## src/verilog/boot_init_pkg.sv

```systemverilog
// Purpose: shared constants for the post-reset register initialiser and the register space
// Assumes: 32-bit register writes, one word per register
// Notes:   register offsets inside the internal space are a local layout
package boot_init_pkg;

    // Register identities inside the internal space
    typedef enum logic [4:0] {
        reg_reset_mode, reg_space_base, reg_sys_prot, reg_bus_cfg,
        reg_cs0_opt, reg_cs0_base, reg_cs1_opt, reg_cs1_base,
        reg_cs2_opt, reg_cs2_base, reg_cs3_opt, reg_cs3_base,
        reg_cs4_opt, reg_cs4_base, reg_cs5_opt, reg_cs5_base,
        reg_sdram_mode, reg_prescaler, reg_refresh_timer
    } reg_id_t;

    localparam int          NUM_REGS  = 19;
    localparam logic [15:0] REG_OFF [NUM_REGS] = '{
        16'h0000, 16'h0004, 16'h0008, 16'h000c,
        16'h0010, 16'h0014, 16'h0018, 16'h001c,
        16'h0020, 16'h0024, 16'h0028, 16'h002c,
        16'h0030, 16'h0034, 16'h0038, 16'h003c,
        16'h0040, 16'h0044, 16'h0048
    };

    // Internal space placement
    localparam logic [31:0] SPACE_BASE_RESET = 32'h0f000000;
    localparam logic [31:0] SPACE_MASK       = 32'hffff0000;

    // Reset configuration word in the boot device
    localparam logic [4:0]  CFG_ADDR_STEP    = 5'h08;
    localparam logic [7:0]  CFG_B0_FLASH     = 8'h0c;
    localparam logic [7:0]  CFG_B0_EEPROM    = 8'h04;
    localparam logic [7:0]  CFG_B1           = 8'h72;
    localparam logic [7:0]  CFG_B2           = 8'h36;
    localparam logic [7:0]  CFG_B3           = 8'h5a;
    localparam logic [2:0]  CFG_SETTLE       = 3'h2;

    // Values written by the initialiser (100 MHz bus timing)
    localparam logic [31:0] VAL_RESET_MODE   = 32'h00000001;
    localparam logic [31:0] VAL_SPACE_BASE   = 32'h04700000;
    localparam logic [31:0] VAL_SYS_PROT     = 32'h0fffffc3;
    localparam logic [31:0] VAL_BUS_CFG      = 32'h100c0000;
    localparam logic [31:0] VAL_FL_BASE_8M   = 32'hff801801;
    localparam logic [31:0] VAL_FL_BASE_16M  = 32'hff001801;
    localparam logic [31:0] VAL_FL_BASE_32M  = 32'hfe001801;
    localparam logic [31:0] VAL_FL_OPT_8M    = 32'hff800876;
    localparam logic [31:0] VAL_FL_OPT_16M   = 32'hff000876;
    localparam logic [31:0] VAL_FL_OPT_32M   = 32'hfe000876;
    localparam logic [31:0] VAL_FL4_BASE_8M  = 32'hc3801801;
    localparam logic [31:0] VAL_FL4_BASE_16M = 32'hc3001801;
    localparam logic [31:0] VAL_FL4_BASE_32M = 32'hc2001801;
    localparam logic [31:0] VAL_CTRL_BASE    = 32'h04501801;
    localparam logic [31:0] VAL_SMALL_OPT    = 32'hffff8010;
    localparam logic [31:0] VAL_SDRAM_BASE   = 32'h00000041;
    localparam logic [31:0] VAL_SDRAM_OPT    = 32'hfe002ec0;
    localparam logic [31:0] VAL_EE_BASE_CS4  = 32'hc2000801;
    localparam logic [31:0] VAL_EE_BASE_CS0  = 32'hfff00801;
    localparam logic [31:0] VAL_EE_OPT       = 32'hffff8866;
    localparam logic [31:0] VAL_LINE_BASE    = 32'h04600801;
    localparam logic [31:0] VAL_LINE_OPT     = 32'hffff8e56;
    localparam logic [31:0] VAL_PCI_IC_BASE  = 32'h04731801;
    localparam logic [31:0] VAL_SDRAM_MODE   = 32'hc34f36a3;
    localparam logic [31:0] VAL_PRESCALER    = 32'h00002800;
    localparam logic [31:0] VAL_REFRESH      = 32'h00000013;
    // Prescale factor sits in the second byte (bits 15:8) of its register
    localparam int          PRESCALE_LSB     = 8;

    // Flash module size codes
    localparam logic [1:0]  SIZE_8M          = 2'h0;
    localparam logic [1:0]  SIZE_16M         = 2'h1;

    // APB map of the initialiser
    localparam logic [11:0] APB_CTRL_OFF     = 12'h000;
    localparam logic [11:0] APB_STATUS_OFF   = 12'h004;
    localparam int          CTRL_START_BIT   = 0;
    localparam int          CTRL_SIZE_LSB    = 1;
    localparam logic [1:0]  CTRL_SIZE_RESET  = 2'h2;

endpackage

```

## src/verilog/boot_init_if.sv

```systemverilog
// Purpose: write path from the initialiser into the internal register space
// Assumes: one clock shared by both ends
// Notes:   req is held with addr and wdata until ack
`timescale 1ns/1ps
interface boot_init_if;
    logic        req;
    logic [31:0] addr;
    logic [31:0] wdata;
    logic        ack;
    logic        ready;

    modport space (input req, input addr, input wdata, output ack, output ready);
    modport init  (output req, output addr, output wdata, input ack, input ready);
endinterface

```

## src/verilog/boot_initialiser.sv

```systemverilog
// Purpose: writes the post-reset register set into the internal space, under APB control
// Assumes: register space end answers each write with a one-cycle ack
// Notes:   timing values are tuned for a 100 MHz bus; slower buses work but lose speed
// Operation
// - start only after reset, write all first
// - config word bytes at 0x0,0x8,0x10,0x18
// - flash boot first byte is 0C
// - eeprom boot first byte is 04
// - remaining bytes 72, 36, 5A
// - first writes go to 0x0F000000
// - reset mode register gets 0001
// - relocate space base to 04700000
// - system protection register gets FFFFFC3
// - bus configuration register gets 100C0000
// - timing values assume 100 MHz bus
// - flash boot window base by size
// - flash option value by module size
// - control bank on select one
// - SDRAM on select two
// - eeprom on select four when flash boots
// - line interface port on select five
// - PCI interrupt controller on select three
// - eeprom boot swaps select zero and four
// - SDRAM mode register gets C34F36A3
// - refresh prescaler gets 2800
// - refresh timer gets 13
//
// Our own choices: the address map and the APB interface to the registers.
`timescale 1ns/1ps
module boot_initialiser (
    // Clock and reset
    input  wire logic                 pclk,
    input  wire logic                 presetn,
    // APB slave
    input  wire logic                 psel,
    input  wire logic                 penable,
    input  wire logic                 pwrite,
    input  wire logic [11:0]          paddr,
    input  wire logic [31:0]          pwdata,
    output logic [31:0]               prdata,
    output logic                      pready,
    output logic                      pslverr,
    // Board strap: eeprom on the boot chip select
    input  wire logic                 boot_eeprom,
    // Completion
    output logic                      init_done,
    // Link to the register space
    boot_init_if.init                 link
);
    typedef enum {st_idle, st_wait_ready, st_issue, st_wait_ack, st_done} state_t;

    localparam logic [4:0] LAST_STEP = 5'(boot_init_pkg::NUM_REGS - 1);

    state_t      state_ff;
    logic        strap_s1_ff;
    logic        strap_s2_ff;
    logic        eeprom_ff;
    logic [1:0]  size_ff;
    logic        start_ff;
    logic [4:0]  step_ff;
    logic [31:0] base_ff;
    logic        req_ff;
    logic [31:0] addr_ff;
    logic [31:0] wdata_ff;
    logic        done_ff;
    logic [31:0] prdata_ff;
    logic        pready_ff;
    logic        pslverr_ff;
    logic        apb_access;
    logic        ctrl_sel;
    logic        stat_sel;
    logic [31:0] fl_base0;
    logic [31:0] fl_base4;
    logic [31:0] fl_opt;
    logic [31:0] step_val;

    always_ff @(posedge pclk or negedge presetn) begin
        if (!presetn) begin
            strap_s1_ff <= 1'b0;
            strap_s2_ff <= 1'b0;
        end else begin
            strap_s1_ff <= boot_eeprom;
            strap_s2_ff <= strap_s1_ff;
        end
    end

    // APB: answer in the second access cycle
    assign apb_access = psel && penable && !pready_ff;
    assign ctrl_sel   = (paddr == boot_init_pkg::APB_CTRL_OFF);
    assign stat_sel   = (paddr == boot_init_pkg::APB_STATUS_OFF);

    always_ff @(posedge pclk or negedge presetn) begin
        if (!presetn) begin
            pready_ff  <= 1'b0;
            pslverr_ff <= 1'b0;
            prdata_ff  <= 32'h00000000;
        end else begin
            pready_ff  <= apb_access;
            pslverr_ff <= apb_access && !ctrl_sel && !stat_sel;
            prdata_ff  <= 32'h00000000;
            if (apb_access && !pwrite && ctrl_sel) begin
                prdata_ff <= {29'h00000000, size_ff, 1'b0};
            end else if (apb_access && !pwrite && stat_sel) begin
                prdata_ff <= {19'h00000, step_ff, 5'h00, eeprom_ff, done_ff,
                              (state_ff != st_idle && state_ff != st_done)};
            end
        end
    end

    // Size field steers values; size is frozen while a run is active
    always_ff @(posedge pclk or negedge presetn) begin
        if (!presetn) begin
            size_ff  <= boot_init_pkg::CTRL_SIZE_RESET;
            start_ff <= 1'b0;
        end else begin
            start_ff <= 1'b0;
            if (pready_ff && psel && pwrite && ctrl_sel) begin
                start_ff <= pwdata[boot_init_pkg::CTRL_START_BIT];
                if (state_ff == st_idle || state_ff == st_done) begin
                    size_ff <= pwdata[boot_init_pkg::CTRL_SIZE_LSB +: 2];
                end
            end
        end
    end

    // Flash values by module size
    always_comb begin
        case (size_ff)
            boot_init_pkg::SIZE_8M: begin
                fl_base0 = boot_init_pkg::VAL_FL_BASE_8M;
                fl_base4 = boot_init_pkg::VAL_FL4_BASE_8M;
                fl_opt   = boot_init_pkg::VAL_FL_OPT_8M;
            end
            boot_init_pkg::SIZE_16M: begin
                fl_base0 = boot_init_pkg::VAL_FL_BASE_16M;
                fl_base4 = boot_init_pkg::VAL_FL4_BASE_16M;
                fl_opt   = boot_init_pkg::VAL_FL_OPT_16M;
            end
            default: begin
                fl_base0 = boot_init_pkg::VAL_FL_BASE_32M;
                fl_base4 = boot_init_pkg::VAL_FL4_BASE_32M;
                fl_opt   = boot_init_pkg::VAL_FL_OPT_32M;
            end
        endcase
    end

    // Step order follows the register identities: option precedes base
    always_comb begin
        case (step_ff)
            5'(boot_init_pkg::reg_reset_mode):    step_val = boot_init_pkg::VAL_RESET_MODE;
            5'(boot_init_pkg::reg_space_base):    step_val = boot_init_pkg::VAL_SPACE_BASE;
            5'(boot_init_pkg::reg_sys_prot):      step_val = boot_init_pkg::VAL_SYS_PROT;
            5'(boot_init_pkg::reg_bus_cfg):       step_val = boot_init_pkg::VAL_BUS_CFG;
            5'(boot_init_pkg::reg_cs0_opt):       step_val = eeprom_ff ? boot_init_pkg::VAL_EE_OPT : fl_opt;
            5'(boot_init_pkg::reg_cs0_base):      step_val = eeprom_ff ? boot_init_pkg::VAL_EE_BASE_CS0 : fl_base0;
            5'(boot_init_pkg::reg_cs1_opt):       step_val = boot_init_pkg::VAL_SMALL_OPT;
            5'(boot_init_pkg::reg_cs1_base):      step_val = boot_init_pkg::VAL_CTRL_BASE;
            5'(boot_init_pkg::reg_cs2_opt):       step_val = boot_init_pkg::VAL_SDRAM_OPT;
            5'(boot_init_pkg::reg_cs2_base):      step_val = boot_init_pkg::VAL_SDRAM_BASE;
            5'(boot_init_pkg::reg_cs3_opt):       step_val = boot_init_pkg::VAL_SMALL_OPT;
            5'(boot_init_pkg::reg_cs3_base):      step_val = boot_init_pkg::VAL_PCI_IC_BASE;
            5'(boot_init_pkg::reg_cs4_opt):       step_val = eeprom_ff ? fl_opt : boot_init_pkg::VAL_EE_OPT;
            5'(boot_init_pkg::reg_cs4_base):      step_val = eeprom_ff ? fl_base4 : boot_init_pkg::VAL_EE_BASE_CS4;
            5'(boot_init_pkg::reg_cs5_opt):       step_val = boot_init_pkg::VAL_LINE_OPT;
            5'(boot_init_pkg::reg_cs5_base):      step_val = boot_init_pkg::VAL_LINE_BASE;
            5'(boot_init_pkg::reg_sdram_mode):    step_val = boot_init_pkg::VAL_SDRAM_MODE;
            5'(boot_init_pkg::reg_prescaler):     step_val = boot_init_pkg::VAL_PRESCALER;
            default:                              step_val = boot_init_pkg::VAL_REFRESH;
        endcase
    end

    // Sequencer
    always_ff @(posedge pclk or negedge presetn) begin
        if (!presetn) begin
            state_ff  <= st_idle;
            step_ff   <= 5'h00;
            eeprom_ff <= 1'b0;
            done_ff   <= 1'b0;
        end else begin
            case (state_ff)
                st_idle, st_done: begin
                    if (start_ff) begin
                        state_ff  <= st_wait_ready;
                        step_ff   <= 5'h00;
                        eeprom_ff <= strap_s2_ff;
                        done_ff   <= 1'b0;
                    end
                end
                st_wait_ready: begin
                    if (link.ready) begin
                        state_ff <= st_issue;
                    end
                end
                st_issue: begin
                    state_ff <= st_wait_ack;
                end
                st_wait_ack: begin
                    if (link.ack) begin
                        if (step_ff == LAST_STEP) begin
                            state_ff <= st_done;
                            done_ff  <= 1'b1;
                        end else begin
                            state_ff <= st_issue;
                            step_ff  <= step_ff + 5'h01;
                        end
                    end
                end
                default: begin
                    state_ff <= st_idle;
                end
            endcase
        end
    end

    // Space base: reset placement until the relocation write is acknowledged
    always_ff @(posedge pclk or negedge presetn) begin
        if (!presetn) begin
            base_ff <= boot_init_pkg::SPACE_BASE_RESET;
        end else if (state_ff == st_wait_ready) begin
            base_ff <= boot_init_pkg::SPACE_BASE_RESET;
        end else if (state_ff == st_wait_ack && link.ack
                     && step_ff == 5'(boot_init_pkg::reg_space_base)) begin
            base_ff <= boot_init_pkg::VAL_SPACE_BASE;
        end
    end

    // Request held stable until ack
    always_ff @(posedge pclk or negedge presetn) begin
        if (!presetn) begin
            req_ff   <= 1'b0;
            addr_ff  <= 32'h00000000;
            wdata_ff <= 32'h00000000;
        end else if (state_ff == st_issue) begin
            req_ff   <= 1'b1;
            addr_ff  <= base_ff | {16'h0000, boot_init_pkg::REG_OFF[step_ff]};
            wdata_ff <= step_val;
        end else if (link.ack) begin
            req_ff   <= 1'b0;
        end
    end

    assign link.req   = req_ff;
    assign link.addr  = addr_ff;
    assign link.wdata = wdata_ff;
    assign prdata     = prdata_ff;
    assign pready     = pready_ff;
    assign pslverr    = pslverr_ff;
    assign init_done  = done_ff;
endmodule

```

## src/flat_wrapper.sv

```systemverilog
// flat-port wrapper written by rule: the top's interface ports become plain ports
module boot_initialiser_flat 
  (pclk, presetn, psel, penable, pwrite, paddr, pwdata, prdata, pready, pslverr, boot_eeprom, init_done, link_req, link_addr, link_wdata, link_ack, link_ready);
  boot_init_if link_i ();
  input  wire logic pclk;
  input  wire logic presetn;
  input  wire logic psel;
  input  wire logic penable;
  input  wire logic pwrite;
  input  wire logic [11:0] paddr;
  input  wire logic [31:0] pwdata;
  output logic [31:0] prdata;
  output logic pready;
  output logic pslverr;
  input  wire logic boot_eeprom;
  output logic init_done;
  output wire logic [$bits(link_i.req)-1:0] link_req;
  output wire logic [$bits(link_i.addr)-1:0] link_addr;
  output wire logic [$bits(link_i.wdata)-1:0] link_wdata;
  input wire logic [$bits(link_i.ack)-1:0] link_ack;
  input wire logic [$bits(link_i.ready)-1:0] link_ready;
  assign link_req = link_i.req;
  assign link_addr = link_i.addr;
  assign link_wdata = link_i.wdata;
  assign link_i.ack = link_ack;
  assign link_i.ready = link_ready;
  boot_initialiser u_core (.pclk(pclk), .presetn(presetn), .psel(psel), .penable(penable), .pwrite(pwrite), .paddr(paddr), .pwdata(pwdata), .prdata(prdata), .pready(pready), .pslverr(pslverr), .boot_eeprom(boot_eeprom), .init_done(init_done), .link(link_i));
endmodule
```

## config.mk

```make
export PLATFORM = sky130hd
export DESIGN_NAME = boot_initialiser_flat
export DESIGN_NICKNAME = d
export VERILOG_FILES = /design/src/verilog/boot_init_pkg.sv /design/src/verilog/boot_init_if.sv /design/src/verilog/boot_initialiser.sv /design/src/flat_wrapper.sv
export SDC_FILE = /design/constraint.sdc
export NUM_CORES = 1
export LEC_CHECK = 0
export BUFFER_PORTS_ARGS = -buffer_cell sky130_fd_sc_hd__clkbuf_2
export CAP_MARGIN = 20
export CORE_UTILIZATION = 40
export CTS_CLUSTER_SIZE = 25
export DETAILED_ROUTE_END_ITERATION = 16
export GPL_TIMING_DRIVEN = 0
export PLACE_DENSITY = 0.73
export RECOVER_POWER = 100
export SETUP_SLACK_MARGIN = 0.05
export SKIP_CTS_REPAIR_TIMING = 1
export SYNTH_ARGS = -nofsm -noshare
export SYNTH_HDL_FRONTEND = slang
export SYNTH_SLANG_ARGS = --single-unit
```

## constraint.sdc

```tcl
create_clock -name pclk -period 2.63 [get_ports pclk]
set_clock_uncertainty 0.05 [all_clocks]
set_input_delay 0.526 -clock pclk [delete_from_list [all_inputs] [get_ports pclk]]
set_output_delay 0.526 -clock pclk [all_outputs]
set_load 0.005 [all_outputs]
```

==> flow_results.xml, run 1 <==
<?xml version="1.0" encoding="UTF-8"?>
<metrics>
  <group name="worst_hold_path">
    <metric name="holdCritPathClass" unit="">in -&gt; reg</metric>
  </group>
  <group name="power">
    <metric name="p_leak" unit="nW">2.22</metric>
    <metric name="peakVddDrop" unit="mV">0.370</metric>
    <metric name="p_per_area" unit="mW/mm^2">1100</metric>
  </group>
  <group name="yosys">
    <metric name="syn_inst" unit="">389</metric>
    <metric name="synth.yosys.seq_area_share" unit="">0.451</metric>
    <metric name="post_synth_instance_area" unit="mm^2">0.00345</metric>
    <metric name="ys_ff_latch" unit="">62</metric>
    <metric name="post_synthesis_async_set_or_reset_flop_share" unit="">1.00</metric>
    <metric name="synthFlopType" unit="">sky130_fd_sc_hd__dfrtp_1</metric>
    <metric name="syn-mean-instance-area" unit="um^2">8.86</metric>
    <metric name="ys_warn_count" unit="">0</metric>
    <metric name="netlist-cell-type-count" unit="">50</metric>
    <metric name="synth_enable_flop_cells" unit="">0</metric>
  </group>
  <group name="grt">
    <metric name="grt_use_total" unit="">0.203</metric>
    <metric name="antenna_found_initial" unit="">0</metric>
    <metric name="grt_start_max_net_pins" unit="">63</metric>
    <metric name="total_global_routing_overflow" unit="">0</metric>
    <metric name="first_global_vias" unit="">2776</metric>
    <metric name="wire_length_of_the_first_global_routing_pass" unit="um">13800</metric>
  </group>
  <group name="run">
    <metric name="maxCapViolations" unit="">1</metric>
  </group>
  <group name="timing">
    <metric name="finalSetupTns" unit="ps">0</metric>
    <metric name="max_clock_freq" unit="MHz">413</metric>
    <metric name="rsz0062_at_grt" unit="">true</metric>
    <metric name="tightestPinTransition" unit="ps">1520</metric>
    <metric name="slew_headroom" unit="">-0.0108</metric>
    <metric name="layout_worst_path_cycle_share" unit="">0.921</metric>
    <metric name="hold_viol_final" unit="">0</metric>
    <metric name="setup_violations" unit="">0</metric>
    <metric name="layout_min_cycle_time" unit="ps">2420</metric>
    <metric name="timing.final.max_slew_violations" unit="">63</metric>
  </group>
  <group name="clocking">
    <metric name="tritoncts.num_buffers" unit="">9</metric>
    <metric name="path_clk_slew" unit="ps">70</metric>
    <metric name="cts-root-to-sink-buffers" unit="">2</metric>
    <metric name="h_tree_depth" unit="">3</metric>
    <metric name="clock_insertion_delay_worst_skew" unit="ps">340</metric>
    <metric name="clock_sink_count" unit="">62</metric>
    <metric name="tritoncts" unit="">yes</metric>
    <metric name="clk_root_buffer_cell" unit="">sky130_fd_sc_hd__clkbuf_8</metric>
  </group>
  <group name="die">
    <metric name="initial_core_util" unit="">0.417</metric>
    <metric name="core-area" unit="mm^2">0.00826</metric>
    <metric name="chipWidth" unit="um">94.8</metric>
    <metric name="die_height" unit="um">94.8</metric>
    <metric name="rows" unit="">33</metric>
    <metric name="dieArea" unit="mm^2">0.00899</metric>
    <metric name="boundaryPins" unit="">152</metric>
  </group>
  <group name="placement">
    <metric name="placedCellCount" unit="">615</metric>
    <metric name="detailed_place.area" unit="mm^2">0.00413</metric>
    <metric name="port_buffers" unit="">77</metric>
    <metric name="dp_hpwl" unit="um">6490</metric>
    <metric name="place.gp.congestion" unit="">0.916</metric>
  </group>
  <group name="outcome">
    <metric name="run_status" unit="">finished, violations left</metric>
    <metric name="violations_in_the_final_reports" unit="">capacitance limit, slew limit</metric>
  </group>
  <group name="finish">
    <metric name="finish.net_count" unit="">578</metric>
    <metric name="fill_cells" unit="">818</metric>
    <metric name="diodes" unit="">0</metric>
    <metric name="stdcell_area" unit="mm^2">0.00435</metric>
    <metric name="drive_above_1_share" unit="">0.264</metric>
    <metric name="flow.area_growth_from_synthesis" unit="%">26.1</metric>
    <metric name="instances_no_fill" unit="">631</metric>
  </group>
  <group name="drt">
    <metric name="route.vias.total" unit="">3028</metric>
    <metric name="drtPass1Iterations" unit="">4</metric>
    <metric name="detail_route.drc_violations" unit="">0</metric>
    <metric name="routed_via_density" unit="">4.80</metric>
    <metric name="ant_nets" unit="">0</metric>
    <metric name="finalWirelength" unit="um">8710</metric>
    <metric name="drt_iter0_markers" unit="">176</metric>
    <metric name="route.detailed.wl_per_inst" unit="um">13.8</metric>
  </group>
  <group name="critical_path">
    <metric name="critical_path.endpoint_type" unit="">register</metric>
    <metric name="setup.worst_path.class" unit="">reg -&gt; reg</metric>
    <metric name="cp.arrival" unit="ps">2600</metric>
    <metric name="path_max_fanout" unit="">10</metric>
    <metric name="setup.worst_path.start_class" unit="">register</metric>
    <metric name="critPathRequiredTime" unit="ps">2810</metric>
  </group>
</metrics>
cells in the final DEF, fill, tap and decap left out, types with 3 or more instances in the layout:
cell type and n:
sky130_fd_sc_hd__a21oi_1 24, sky130_fd_sc_hd__clkbuf_8 10, sky130_fd_sc_hd__and2_0 3, sky130_fd_sc_hd__o21ai_0 29, sky130_fd_sc_hd__nand3_1 6, sky130_fd_sc_hd__a22oi_1 3
sky130_fd_sc_hd__mux2i_1 4, sky130_fd_sc_hd__nor2_1 28, sky130_fd_sc_hd__buf_2 3, sky130_fd_sc_hd__dfrtp_1 60, sky130_fd_sc_hd__or3_1 3, sky130_fd_sc_hd__conb_1 45
sky130_fd_sc_hd__mux2_2 3, sky130_fd_sc_hd__clkbuf_4 8, sky130_fd_sc_hd__nand4_1 3, sky130_fd_sc_hd__and3_1 6, sky130_fd_sc_hd__bufinv_16 3, sky130_fd_sc_hd__clkbuf_1 39
sky130_fd_sc_hd__buf_4 46, sky130_fd_sc_hd__ha_1 5, sky130_fd_sc_hd__nand2_1 56, sky130_fd_sc_hd__o311ai_0 3, sky130_fd_sc_hd__nand2b_1 3, sky130_fd_sc_hd__a31oi_1 6
sky130_fd_sc_hd__inv_1 11, sky130_fd_sc_hd__clkbuf_2 57, sky130_fd_sc_hd__nor3_1 6, sky130_fd_sc_hd__nor2b_1 9, sky130_fd_sc_hd__xor2_1 3
cells in the mapped netlist (all sizes together), types with 4 or more instances:
library cell	n	area (um^2)
nand3	6	30.0
nand2	56	210
dfrtp	60	1500
buf	61	453
clkbuf	18	67.6
and3	6	37.5
nor3	6	30.0
ha	5	62.6
mux2i	4	40.0
nor2	28	105
a21oi	24	120
o21ai	29	145
inv	11	41.3
nor2b	9	56.3
a31oi	6	37.5
worst max-delay path, cell delays in order, from the launching register on:
cell and delay [ps]:
sky130_fd_sc_hd__dfrtp_1 480, sky130_fd_sc_hd__inv_1 150, sky130_fd_sc_hd__ha_1 160, sky130_fd_sc_hd__clkbuf_1 360, sky130_fd_sc_hd__nor2_1 180, sky130_fd_sc_hd__a211oi_2 240
sky130_fd_sc_hd__a2111o_1 170, sky130_fd_sc_hd__nand2_1 110, sky130_fd_sc_hd__o32a_2 400
registers in the layout, indices dropped and copies added, names as in the netlist:
name                count
u_core.base_ff          2
u_core.eeprom_ff        1
u_core.init_done        1
u_core.link.addr        8
u_core.link.req         1
u_core.link.wdata      26
u_core.prdata           8
u_core.pready           1
u_core.pslverr          1
u_core.size_ff          2
u_core.start_ff         1
u_core.state_ff         3
u_core.step_ff          5
u_core.strap_s1_ff      1
u_core.strap_s2_ff      1
report_power, final:
part | internal [mW] | switching (mW) | leakage [nW] | total (mW)
combinational | 0.894 | 1.39 | 1.31 | 2.29
clock | 0.653 | 0.368 | 0.126 | 1.02
sequential | 1.26 | 0.192 | 0.779 | 1.46
total | 2.81 | 1.95 | 2.22 | 4.76
routing by layer:
| layer | vias up | GRT usage | part of all wire |
|---|---|---|---|
| li1 | 1497 | - | - |
| met1 | 1401 | 0.265 | 0.45 |
| met2 | 113 | 0.323 | 0.47 |
| met3 | 17 | 0.0459 | 0.057 |
| met4 | 0 | 0.0884 | 0.020 |
| met5 | - | 0 | 0 |
cell type report:
| class | count | area (um^2) | area share |
|---|---|---|---|
| Buffer | 79 | 520 | 0.120 |
| Multi-Input combinational cell | 280 | 1490 | 0.343 |
| Sequential cell | 62 | 1550 | 0.357 |
| Timing Repair Buffer | 77 | 358 | 0.0823 |
| Clock inverter | 6 | 109 | 0.0250 |
| Clock buffer | 10 | 138 | 0.0317 |
| Tap cell | 105 | 131 | 0.0302 |
| Inverter | 12 | 45.0 | 0.0104 |
per-stage QoR:
step	util	setup WS [ps]	total power, mW	hold WS [ps]
after global placement	0.500	116	3.74	282
after floorplan	-	626	2.97	180
after global routing	0.527	38.5	5.17	237
after detailed placement	0.500	121	3.79	290
final	0.527	209	4.76	241
after CTS	0.530	91.6	4.83	228
final timing paths:
kind,startpoint,endpoint,slack (ps),cells past startpoint
hold / removal,boot_eeprom,u_core.strap_s1_ff,240,1
setup reg to reg,u_core.step_ff[0],u_core.link.wdata[0],210,8
min in group asynchronous,presetn,u_core.link.wdata[20],500,1
max in group asynchronous,presetn,u_core.eeprom_ff,1120,1
hold reg to reg,u_core.strap_s1_ff,u_core.strap_s2_ff,300,0
setup / recovery,u_core.step_ff[0],u_core.link.wdata[0],210,8
logic make-up (layout without fill, tap and decap cells):
group           count (synthesis)  after routing  synth area share
simple gates                  132            132             0.177
buf+inv                        91            184             0.164
compound gates                 88             88             0.160
mux                             7              7            0.0214
fa+ha+maj                       5              5            0.0181
other cells                     1             45           0.00109
flops                          62             62             0.451
xor+xnor                        3              3           0.00762
(Power assumes the default switching activity.)
==> inputs of run 2 (changes only) <==
==> constraint.sdc (replaced) <==
create_clock -name pclk -period 2.63 [get_ports pclk]
set_clock_uncertainty 0.05 [all_clocks]
set_input_delay 0 -clock pclk [delete_from_list [all_inputs] [get_ports pclk]]
set_output_delay 0 -clock pclk [all_outputs]
set_load 0.005 [all_outputs]
==> flow_results.xml, run 2 (synthesis results as in run 1) <==
<?xml version="1.0" encoding="UTF-8"?>
<metrics>
  <group name="power">
    <metric name="peakVddDrop" unit="mV">0.369</metric>
    <metric name="p_leak" unit="nW">2.26</metric>
    <metric name="p_per_area" unit="mW/mm^2">1070</metric>
    <metric name="netSwitchingPower" unit="mW">1.96</metric>
    <metric name="total_power" unit="mW">4.78</metric>
    <metric name="combPwrFrac" unit="">0.482</metric>
    <metric name="flop_pwr_share" unit="">0.305</metric>
    <metric name="switching_share" unit="">0.409</metric>
    <metric name="share_clk_of_total_power" unit="">0.214</metric>
    <metric name="internal_power" unit="mW">2.82</metric>
  </group>
  <group name="finish">
    <metric name="largest_reg_flops" unit="">26</metric>
    <metric name="diodes" unit="">0</metric>
    <metric name="drive_above_1_share" unit="">0.259</metric>
    <metric name="layout_common_cells" unit="">sky130_fd_sc_hd__dfrtp_1 (60), sky130_fd_sc_hd__clkbuf_2 (57), sky130_fd_sc_hd__nand2_1 (56)</metric>
    <metric name="stdcell_area" unit="mm^2">0.00446</metric>
    <metric name="instances_no_fill" unit="">642</metric>
    <metric name="flow.area_growth_from_synthesis" unit="%">29.3</metric>
    <metric name="finish.net_count" unit="">589</metric>
    <metric name="fill_cells" unit="">812</metric>
    <metric name="fin_util" unit="">0.540</metric>
    <metric name="layout.cells.most_common" unit="">sky130_fd_sc_hd__dfrtp_1</metric>
  </group>
  <group name="timing">
    <metric name="max_clock_freq" unit="MHz">410</metric>
    <metric name="layout_worst_path_cycle_share" unit="">0.926</metric>
    <metric name="setup_violations" unit="">0</metric>
    <metric name="finalHoldWorstSlack" unit="ps">-26.6</metric>
    <metric name="finalSetupTns" unit="ps">0</metric>
    <metric name="tightestPinTransition" unit="ps">1500</metric>
    <metric name="hold_viol_final" unit="">1</metric>
    <metric name="final.setup.worst_slack" unit="ps">194</metric>
    <metric name="slew_headroom" unit="">0.000671</metric>
    <metric name="rsz0062_at_grt" unit="">true</metric>
    <metric name="timing.final.max_slew_violations" unit="">0</metric>
    <metric name="layout_min_cycle_time" unit="ps">2440</metric>
  </group>
  <group name="run">
    <metric name="maxCapViolations" unit="">1</metric>
  </group>
  <group name="placement">
    <metric name="placedCellCount" unit="">615</metric>
    <metric name="dp_hpwl" unit="um">6490</metric>
    <metric name="dp_worst_slack" unit="ps">121</metric>
    <metric name="port_buffers" unit="">77</metric>
    <metric name="place.gp.congestion" unit="">0.916</metric>
    <metric name="detailed_place.area" unit="mm^2">0.00413</metric>
  </group>
  <group name="clocking">
    <metric name="path_clk_slew" unit="ps">70</metric>
    <metric name="h_tree_depth" unit="">3</metric>
    <metric name="clock_insertion_delay_worst_skew" unit="ps">340</metric>
    <metric name="tritoncts" unit="">yes</metric>
    <metric name="clock_sink_count" unit="">62</metric>
    <metric name="tritoncts.num_buffers" unit="">9</metric>
    <metric name="clk_root_buffer_cell" unit="">sky130_fd_sc_hd__clkbuf_8</metric>
    <metric name="cts-root-to-sink-buffers" unit="">2</metric>
  </group>
  <group name="die">
    <metric name="initial_core_util" unit="">0.417</metric>
    <metric name="boundaryPins" unit="">152</metric>
    <metric name="dieArea" unit="mm^2">0.00899</metric>
    <metric name="core-area" unit="mm^2">0.00826</metric>
    <metric name="die_height" unit="um">94.8</metric>
    <metric name="rows" unit="">33</metric>
    <metric name="chipWidth" unit="um">94.8</metric>
  </group>
  <group name="critical_path">
    <metric name="critPathRequiredTime" unit="ps">2810</metric>
    <metric name="setup.worst_path.class" unit="">reg -&gt; reg</metric>
    <metric name="path_max_fanout" unit="">10</metric>
    <metric name="max_stage_delay" unit="ps">470</metric>
    <metric name="critical_path.endpoint_type" unit="">register</metric>
    <metric name="setup.worst_path.start_class" unit="">register</metric>
    <metric name="cp.arrival" unit="ps">2610</metric>
    <metric name="critical_path.slowest_cell" unit="">sky130_fd_sc_hd__dfrtp_1</metric>
    <metric name="timing.critical_path.cells" unit="">inv_1 -&gt; ha_1 -&gt; clkbuf_1 -&gt; nor2_1 -&gt; a211oi_2 -&gt; a2111o_1 -&gt; nand2_1 -&gt; o32a_2</metric>
  </group>
  <group name="drt">
    <metric name="routed_via_density" unit="">4.85</metric>
    <metric name="route.vias.total" unit="">3115</metric>
    <metric name="ant_nets" unit="">0</metric>
    <metric name="finalWirelength" unit="um">8830</metric>
    <metric name="drtPass1Iterations" unit="">5</metric>
    <metric name="drt_iter0_markers" unit="">200</metric>
    <metric name="route.detailed.wl_per_inst" unit="um">13.7</metric>
    <metric name="detail_route.drc_violations" unit="">0</metric>
  </group>
  <group name="grt">
    <metric name="antenna_found_initial" unit="">0</metric>
    <metric name="first_global_vias" unit="">2776</metric>
    <metric name="wire_length_of_the_first_global_routing_pass" unit="um">13800</metric>
    <metric name="grt_start_max_net_pins" unit="">63</metric>
    <metric name="grt_use_total" unit="">0.203</metric>
    <metric name="total_global_routing_overflow" unit="">0</metric>
  </group>
  <group name="outcome">
    <metric name="run_status" unit="">finished, violations left</metric>
    <metric name="violations_in_the_final_reports" unit="">hold timing, capacitance limit</metric>
  </group>
  <group name="worst_hold_path">
    <metric name="holdCritPathClass" unit="">in -&gt; reg</metric>
  </group>
</metrics>
run 2: cell type report:
class,instances,area [um^2],share of cell area
multi-input cells,280,1490,0.335
clock buffers,10,138,0.0309
clock inverters,6,109,0.0244
flip-flops and latches,62,1550,0.349
inverters,12,45.0,0.0101
repair buffers,88,468,0.105
plain buffers,79,520,0.117
well taps,105,131,0.0295
run 2: critical path, delay by kind of cell (launching register included):
family / cells / cell delay, ps
AOI/OAI and AO/OA: 3 / 810
adders and majority gates: 1 / 160
buffers and inverters: 2 / 530
DFF: 1 / 470
and+or+nand+nor: 2 / 290
run 2: worst paths after layout:
check	to	slack (ps)	from	depth (start not counted)
max in group asynchronous	u_core.eeprom_ff	1130	presetn	2
max	u_core.link.wdata[0]	190	u_core.step_ff[0]	8
min	u_core.pslverr	-30	paddr[9]	4
min reg2reg	u_core.strap_s2_ff	300	u_core.strap_s1_ff	0
min in group asynchronous	u_core.link.wdata[20]	510	presetn	2
max reg2reg	u_core.link.wdata[0]	190	u_core.step_ff[0]	8
run 2: metal layers:
layer / track usage / vias to the layer above / wire [um]
met3: 0.0459 / 22 / 501
met5: 0 / - / 0
li1: - / 1521 / -
met4: 0.0884 / 0 / 230
met2: 0.323 / 130 / 4210
met1: 0.265 / 1442 / 3880
run 2: power by group through the flow:
stage | sequential (mW) | combinational [mW] | clock [mW]
floorplan | 1.46 | 1.50 | 0
global placement | 1.46 | 2.28 | 0
detailed placement | 1.48 | 2.31 | 0
CTS | 1.46 | 2.32 | 1.04
global route | 1.49 | 2.60 | 1.09
finish | 1.46 | 2.30 | 1.02
==> inputs of run 3 (changes only) <==
Settings changed: GPL_TIMING_DRIVEN 0 to 1.
==> flow_results.xml, run 3 (synthesis results as in run 1) <==
<?xml version="1.0" encoding="UTF-8"?>
<metrics>
  <group name="clocking">
    <metric name="clock_insertion_delay_worst_skew" unit="ps">340</metric>
    <metric name="h_tree_depth" unit="">3</metric>
    <metric name="tritoncts.num_buffers" unit="">9</metric>
    <metric name="clk_root_buffer_cell" unit="">sky130_fd_sc_hd__clkbuf_8</metric>
    <metric name="path_clk_slew" unit="ps">60</metric>
    <metric name="tritoncts" unit="">yes</metric>
    <metric name="clock_sink_count" unit="">62</metric>
    <metric name="cts-root-to-sink-buffers" unit="">2</metric>
  </group>
  <group name="critical_path">
    <metric name="setup.worst_path.start_class" unit="">register</metric>
    <metric name="critical_path.endpoint_type" unit="">register</metric>
    <metric name="setup.worst_path.class" unit="">reg -&gt; reg</metric>
    <metric name="cp.arrival" unit="ps">2460</metric>
    <metric name="crit_buf_inv" unit="">1</metric>
    <metric name="critPathRequiredTime" unit="ps">2800</metric>
    <metric name="timing.critical_path.cells" unit="">inv_1 -&gt; ha_1 -&gt; nor2_1 -&gt; a211oi_2 -&gt; a2111o_1 -&gt; nand2_1 -&gt; o32a_2</metric>
    <metric name="worst_path_dominant_cell_family" unit="">compound AO/OA/AOI/OAI gates</metric>
    <metric name="max_stage_delay" unit="ps">460</metric>
    <metric name="critical_path.slowest_cell" unit="">sky130_fd_sc_hd__ha_1</metric>
    <metric name="path_max_fanout" unit="">11</metric>
  </group>
  <group name="die">
    <metric name="dieArea" unit="mm^2">0.00899</metric>
    <metric name="core-area" unit="mm^2">0.00826</metric>
    <metric name="chipWidth" unit="um">94.8</metric>
    <metric name="rows" unit="">33</metric>
    <metric name="initial_core_util" unit="">0.417</metric>
    <metric name="boundaryPins" unit="">152</metric>
    <metric name="die_height" unit="um">94.8</metric>
  </group>
  <group name="grt">
    <metric name="grt_start_max_net_pins" unit="">63</metric>
    <metric name="wire_length_of_the_first_global_routing_pass" unit="um">12100</metric>
    <metric name="total_global_routing_overflow" unit="">0</metric>
    <metric name="grt_use_total" unit="">0.176</metric>
    <metric name="first_global_vias" unit="">2449</metric>
    <metric name="antenna_found_initial" unit="">0</metric>
  </group>
  <group name="power">
    <metric name="p_leak" unit="nW">1.88</metric>
    <metric name="p_per_area" unit="mW/mm^2">1060</metric>
    <metric name="peakVddDrop" unit="mV">0.385</metric>
    <metric name="total_power" unit="mW">4.18</metric>
  </group>
  <group name="outcome">
    <metric name="run_status" unit="">finished, violations left</metric>
    <metric name="violations_in_the_final_reports" unit="">capacitance limit</metric>
  </group>
  <group name="drt">
    <metric name="route.detailed.wl_per_inst" unit="um">13.0</metric>
    <metric name="routed_via_density" unit="">4.95</metric>
    <metric name="finalWirelength" unit="um">7470</metric>
    <metric name="drt_iter0_markers" unit="">204</metric>
    <metric name="detail_route.drc_violations" unit="">0</metric>
    <metric name="ant_nets" unit="">0</metric>
    <metric name="drtPass1Iterations" unit="">4</metric>
    <metric name="route.vias.total" unit="">2851</metric>
  </group>
  <group name="finish">
    <metric name="layout.cells.most_common" unit="">sky130_fd_sc_hd__dfrtp_1</metric>
    <metric name="layout_common_cells" unit="">sky130_fd_sc_hd__dfrtp_1 (60), sky130_fd_sc_hd__nand2_1 (56), sky130_fd_sc_hd__conb_1 (45)</metric>
    <metric name="largest_reg_flops" unit="">26</metric>
    <metric name="finish.net_count" unit="">523</metric>
    <metric name="fin_util" unit="">0.476</metric>
    <metric name="diodes" unit="">0</metric>
    <metric name="flow.area_growth_from_synthesis" unit="%">14.0</metric>
    <metric name="drive_above_1_share" unit="">0.146</metric>
    <metric name="stdcell_area" unit="mm^2">0.00393</metric>
  </group>
  <group name="placement">
    <metric name="dp_worst_slack" unit="ps">418</metric>
    <metric name="port_buffers" unit="">77</metric>
    <metric name="place.gp.congestion" unit="">0.852</metric>
    <metric name="dp_hpwl" unit="um">5410</metric>
    <metric name="detailed_place.area" unit="mm^2">0.00369</metric>
  </group>
  <group name="timing">
    <metric name="final.setup.worst_slack" unit="ps">345</metric>
    <metric name="slew_headroom" unit="">0.00783</metric>
    <metric name="max_clock_freq" unit="MHz">438</metric>
    <metric name="rsz0062_at_grt" unit="">false</metric>
    <metric name="tightestPinTransition" unit="ps">1490</metric>
    <metric name="layout_worst_path_cycle_share" unit="">0.869</metric>
    <metric name="hold_viol_final" unit="">0</metric>
    <metric name="finalSetupTns" unit="ps">0</metric>
    <metric name="setup_violations" unit="">0</metric>
    <metric name="layout_min_cycle_time" unit="ps">2280</metric>
    <metric name="timing.final.max_slew_violations" unit="">0</metric>
  </group>
  <group name="run">
    <metric name="maxCapViolations" unit="">1</metric>
  </group>
  <group name="worst_hold_path">
    <metric name="holdCritPathClass" unit="">in -&gt; reg</metric>
  </group>
</metrics>
[run 3: changes by cell type in the layout (fill, tap and decap cells not counted), moves of 3 or more]
cell / change
sky130_fd_sc_hd__buf_4: -39
sky130_fd_sc_hd__buf_2: -3
sky130_fd_sc_hd__clkbuf_2: -16
sky130_fd_sc_hd__bufinv_16: -3
sky130_fd_sc_hd__clkbuf_4: -8
[run 3: path summary, 6_finish.rpt]
kind	slack (ps)	end	cells past startpoint	start
max reg2reg	350	u_core.link.wdata[0]	7	u_core.step_ff[1]
min in group asynchronous	590	u_core.link.addr[25]	3	presetn
max	350	u_core.link.wdata[0]	7	u_core.step_ff[1]
min	30	u_core.prdata[9]	3	pwrite
min reg2reg	300	u_core.strap_s2_ff	0	u_core.strap_s1_ff
max in group asynchronous	1050	u_core.size_ff[0]	3	presetn
[run 3: layout make-up]
| cell class | instances | area [um^2] |
|---|---|---|
| clock buffers | 12 | 145 |
| multi-input cells | 280 | 1490 |
| flip-flops and latches | 62 | 1550 |
| inverters | 12 | 45.0 |
| clock inverters | 4 | 22.5 |
| well taps | 105 | 131 |
| fillers | 838 | 4330 |
| repair buffers | 101 | 538 |
[run 3: per-layer routing]
layer | track usage | wire length, um | vias to the layer above
li1 | - | - | 1383
met1 | 0.234 | 3330 | 1336
met2 | 0.269 | 3510 | 121
met3 | 0.0515 | 521 | 11
met4 | 0.0682 | 107 | 0
met5 | 0 | 0 | -
[run 3: worst register-to-register path, cell delays in order (launching register included)]
cell                       delay [ps]
sky130_fd_sc_hd__dfrtp_1          430
sky130_fd_sc_hd__inv_1            170
sky130_fd_sc_hd__ha_1             460
sky130_fd_sc_hd__nor2_1           150
sky130_fd_sc_hd__a211oi_2         240
sky130_fd_sc_hd__a2111o_1         150
sky130_fd_sc_hd__nand2_1          100
sky130_fd_sc_hd__o32a_2           430
[run 3: metrics by stage]
step / hold slack (ps) / cells
after floorplan: -346 / 433
after global placement: 60.7 / 547
after detailed placement: 64.9 / 547
after CTS: -294 / 563
after global routing: 56.9 / 576
final: 28.0 / 576
[run 3: power by group]
| part | switching (mW) | total (mW) | internal (mW) |
|---|---|---|---|
| Sequential | 0.237 | 1.50 | 1.26 |
| Clock | 0.354 | 0.717 | 0.363 |
| Combinational | 1.20 | 1.96 | 0.761 |
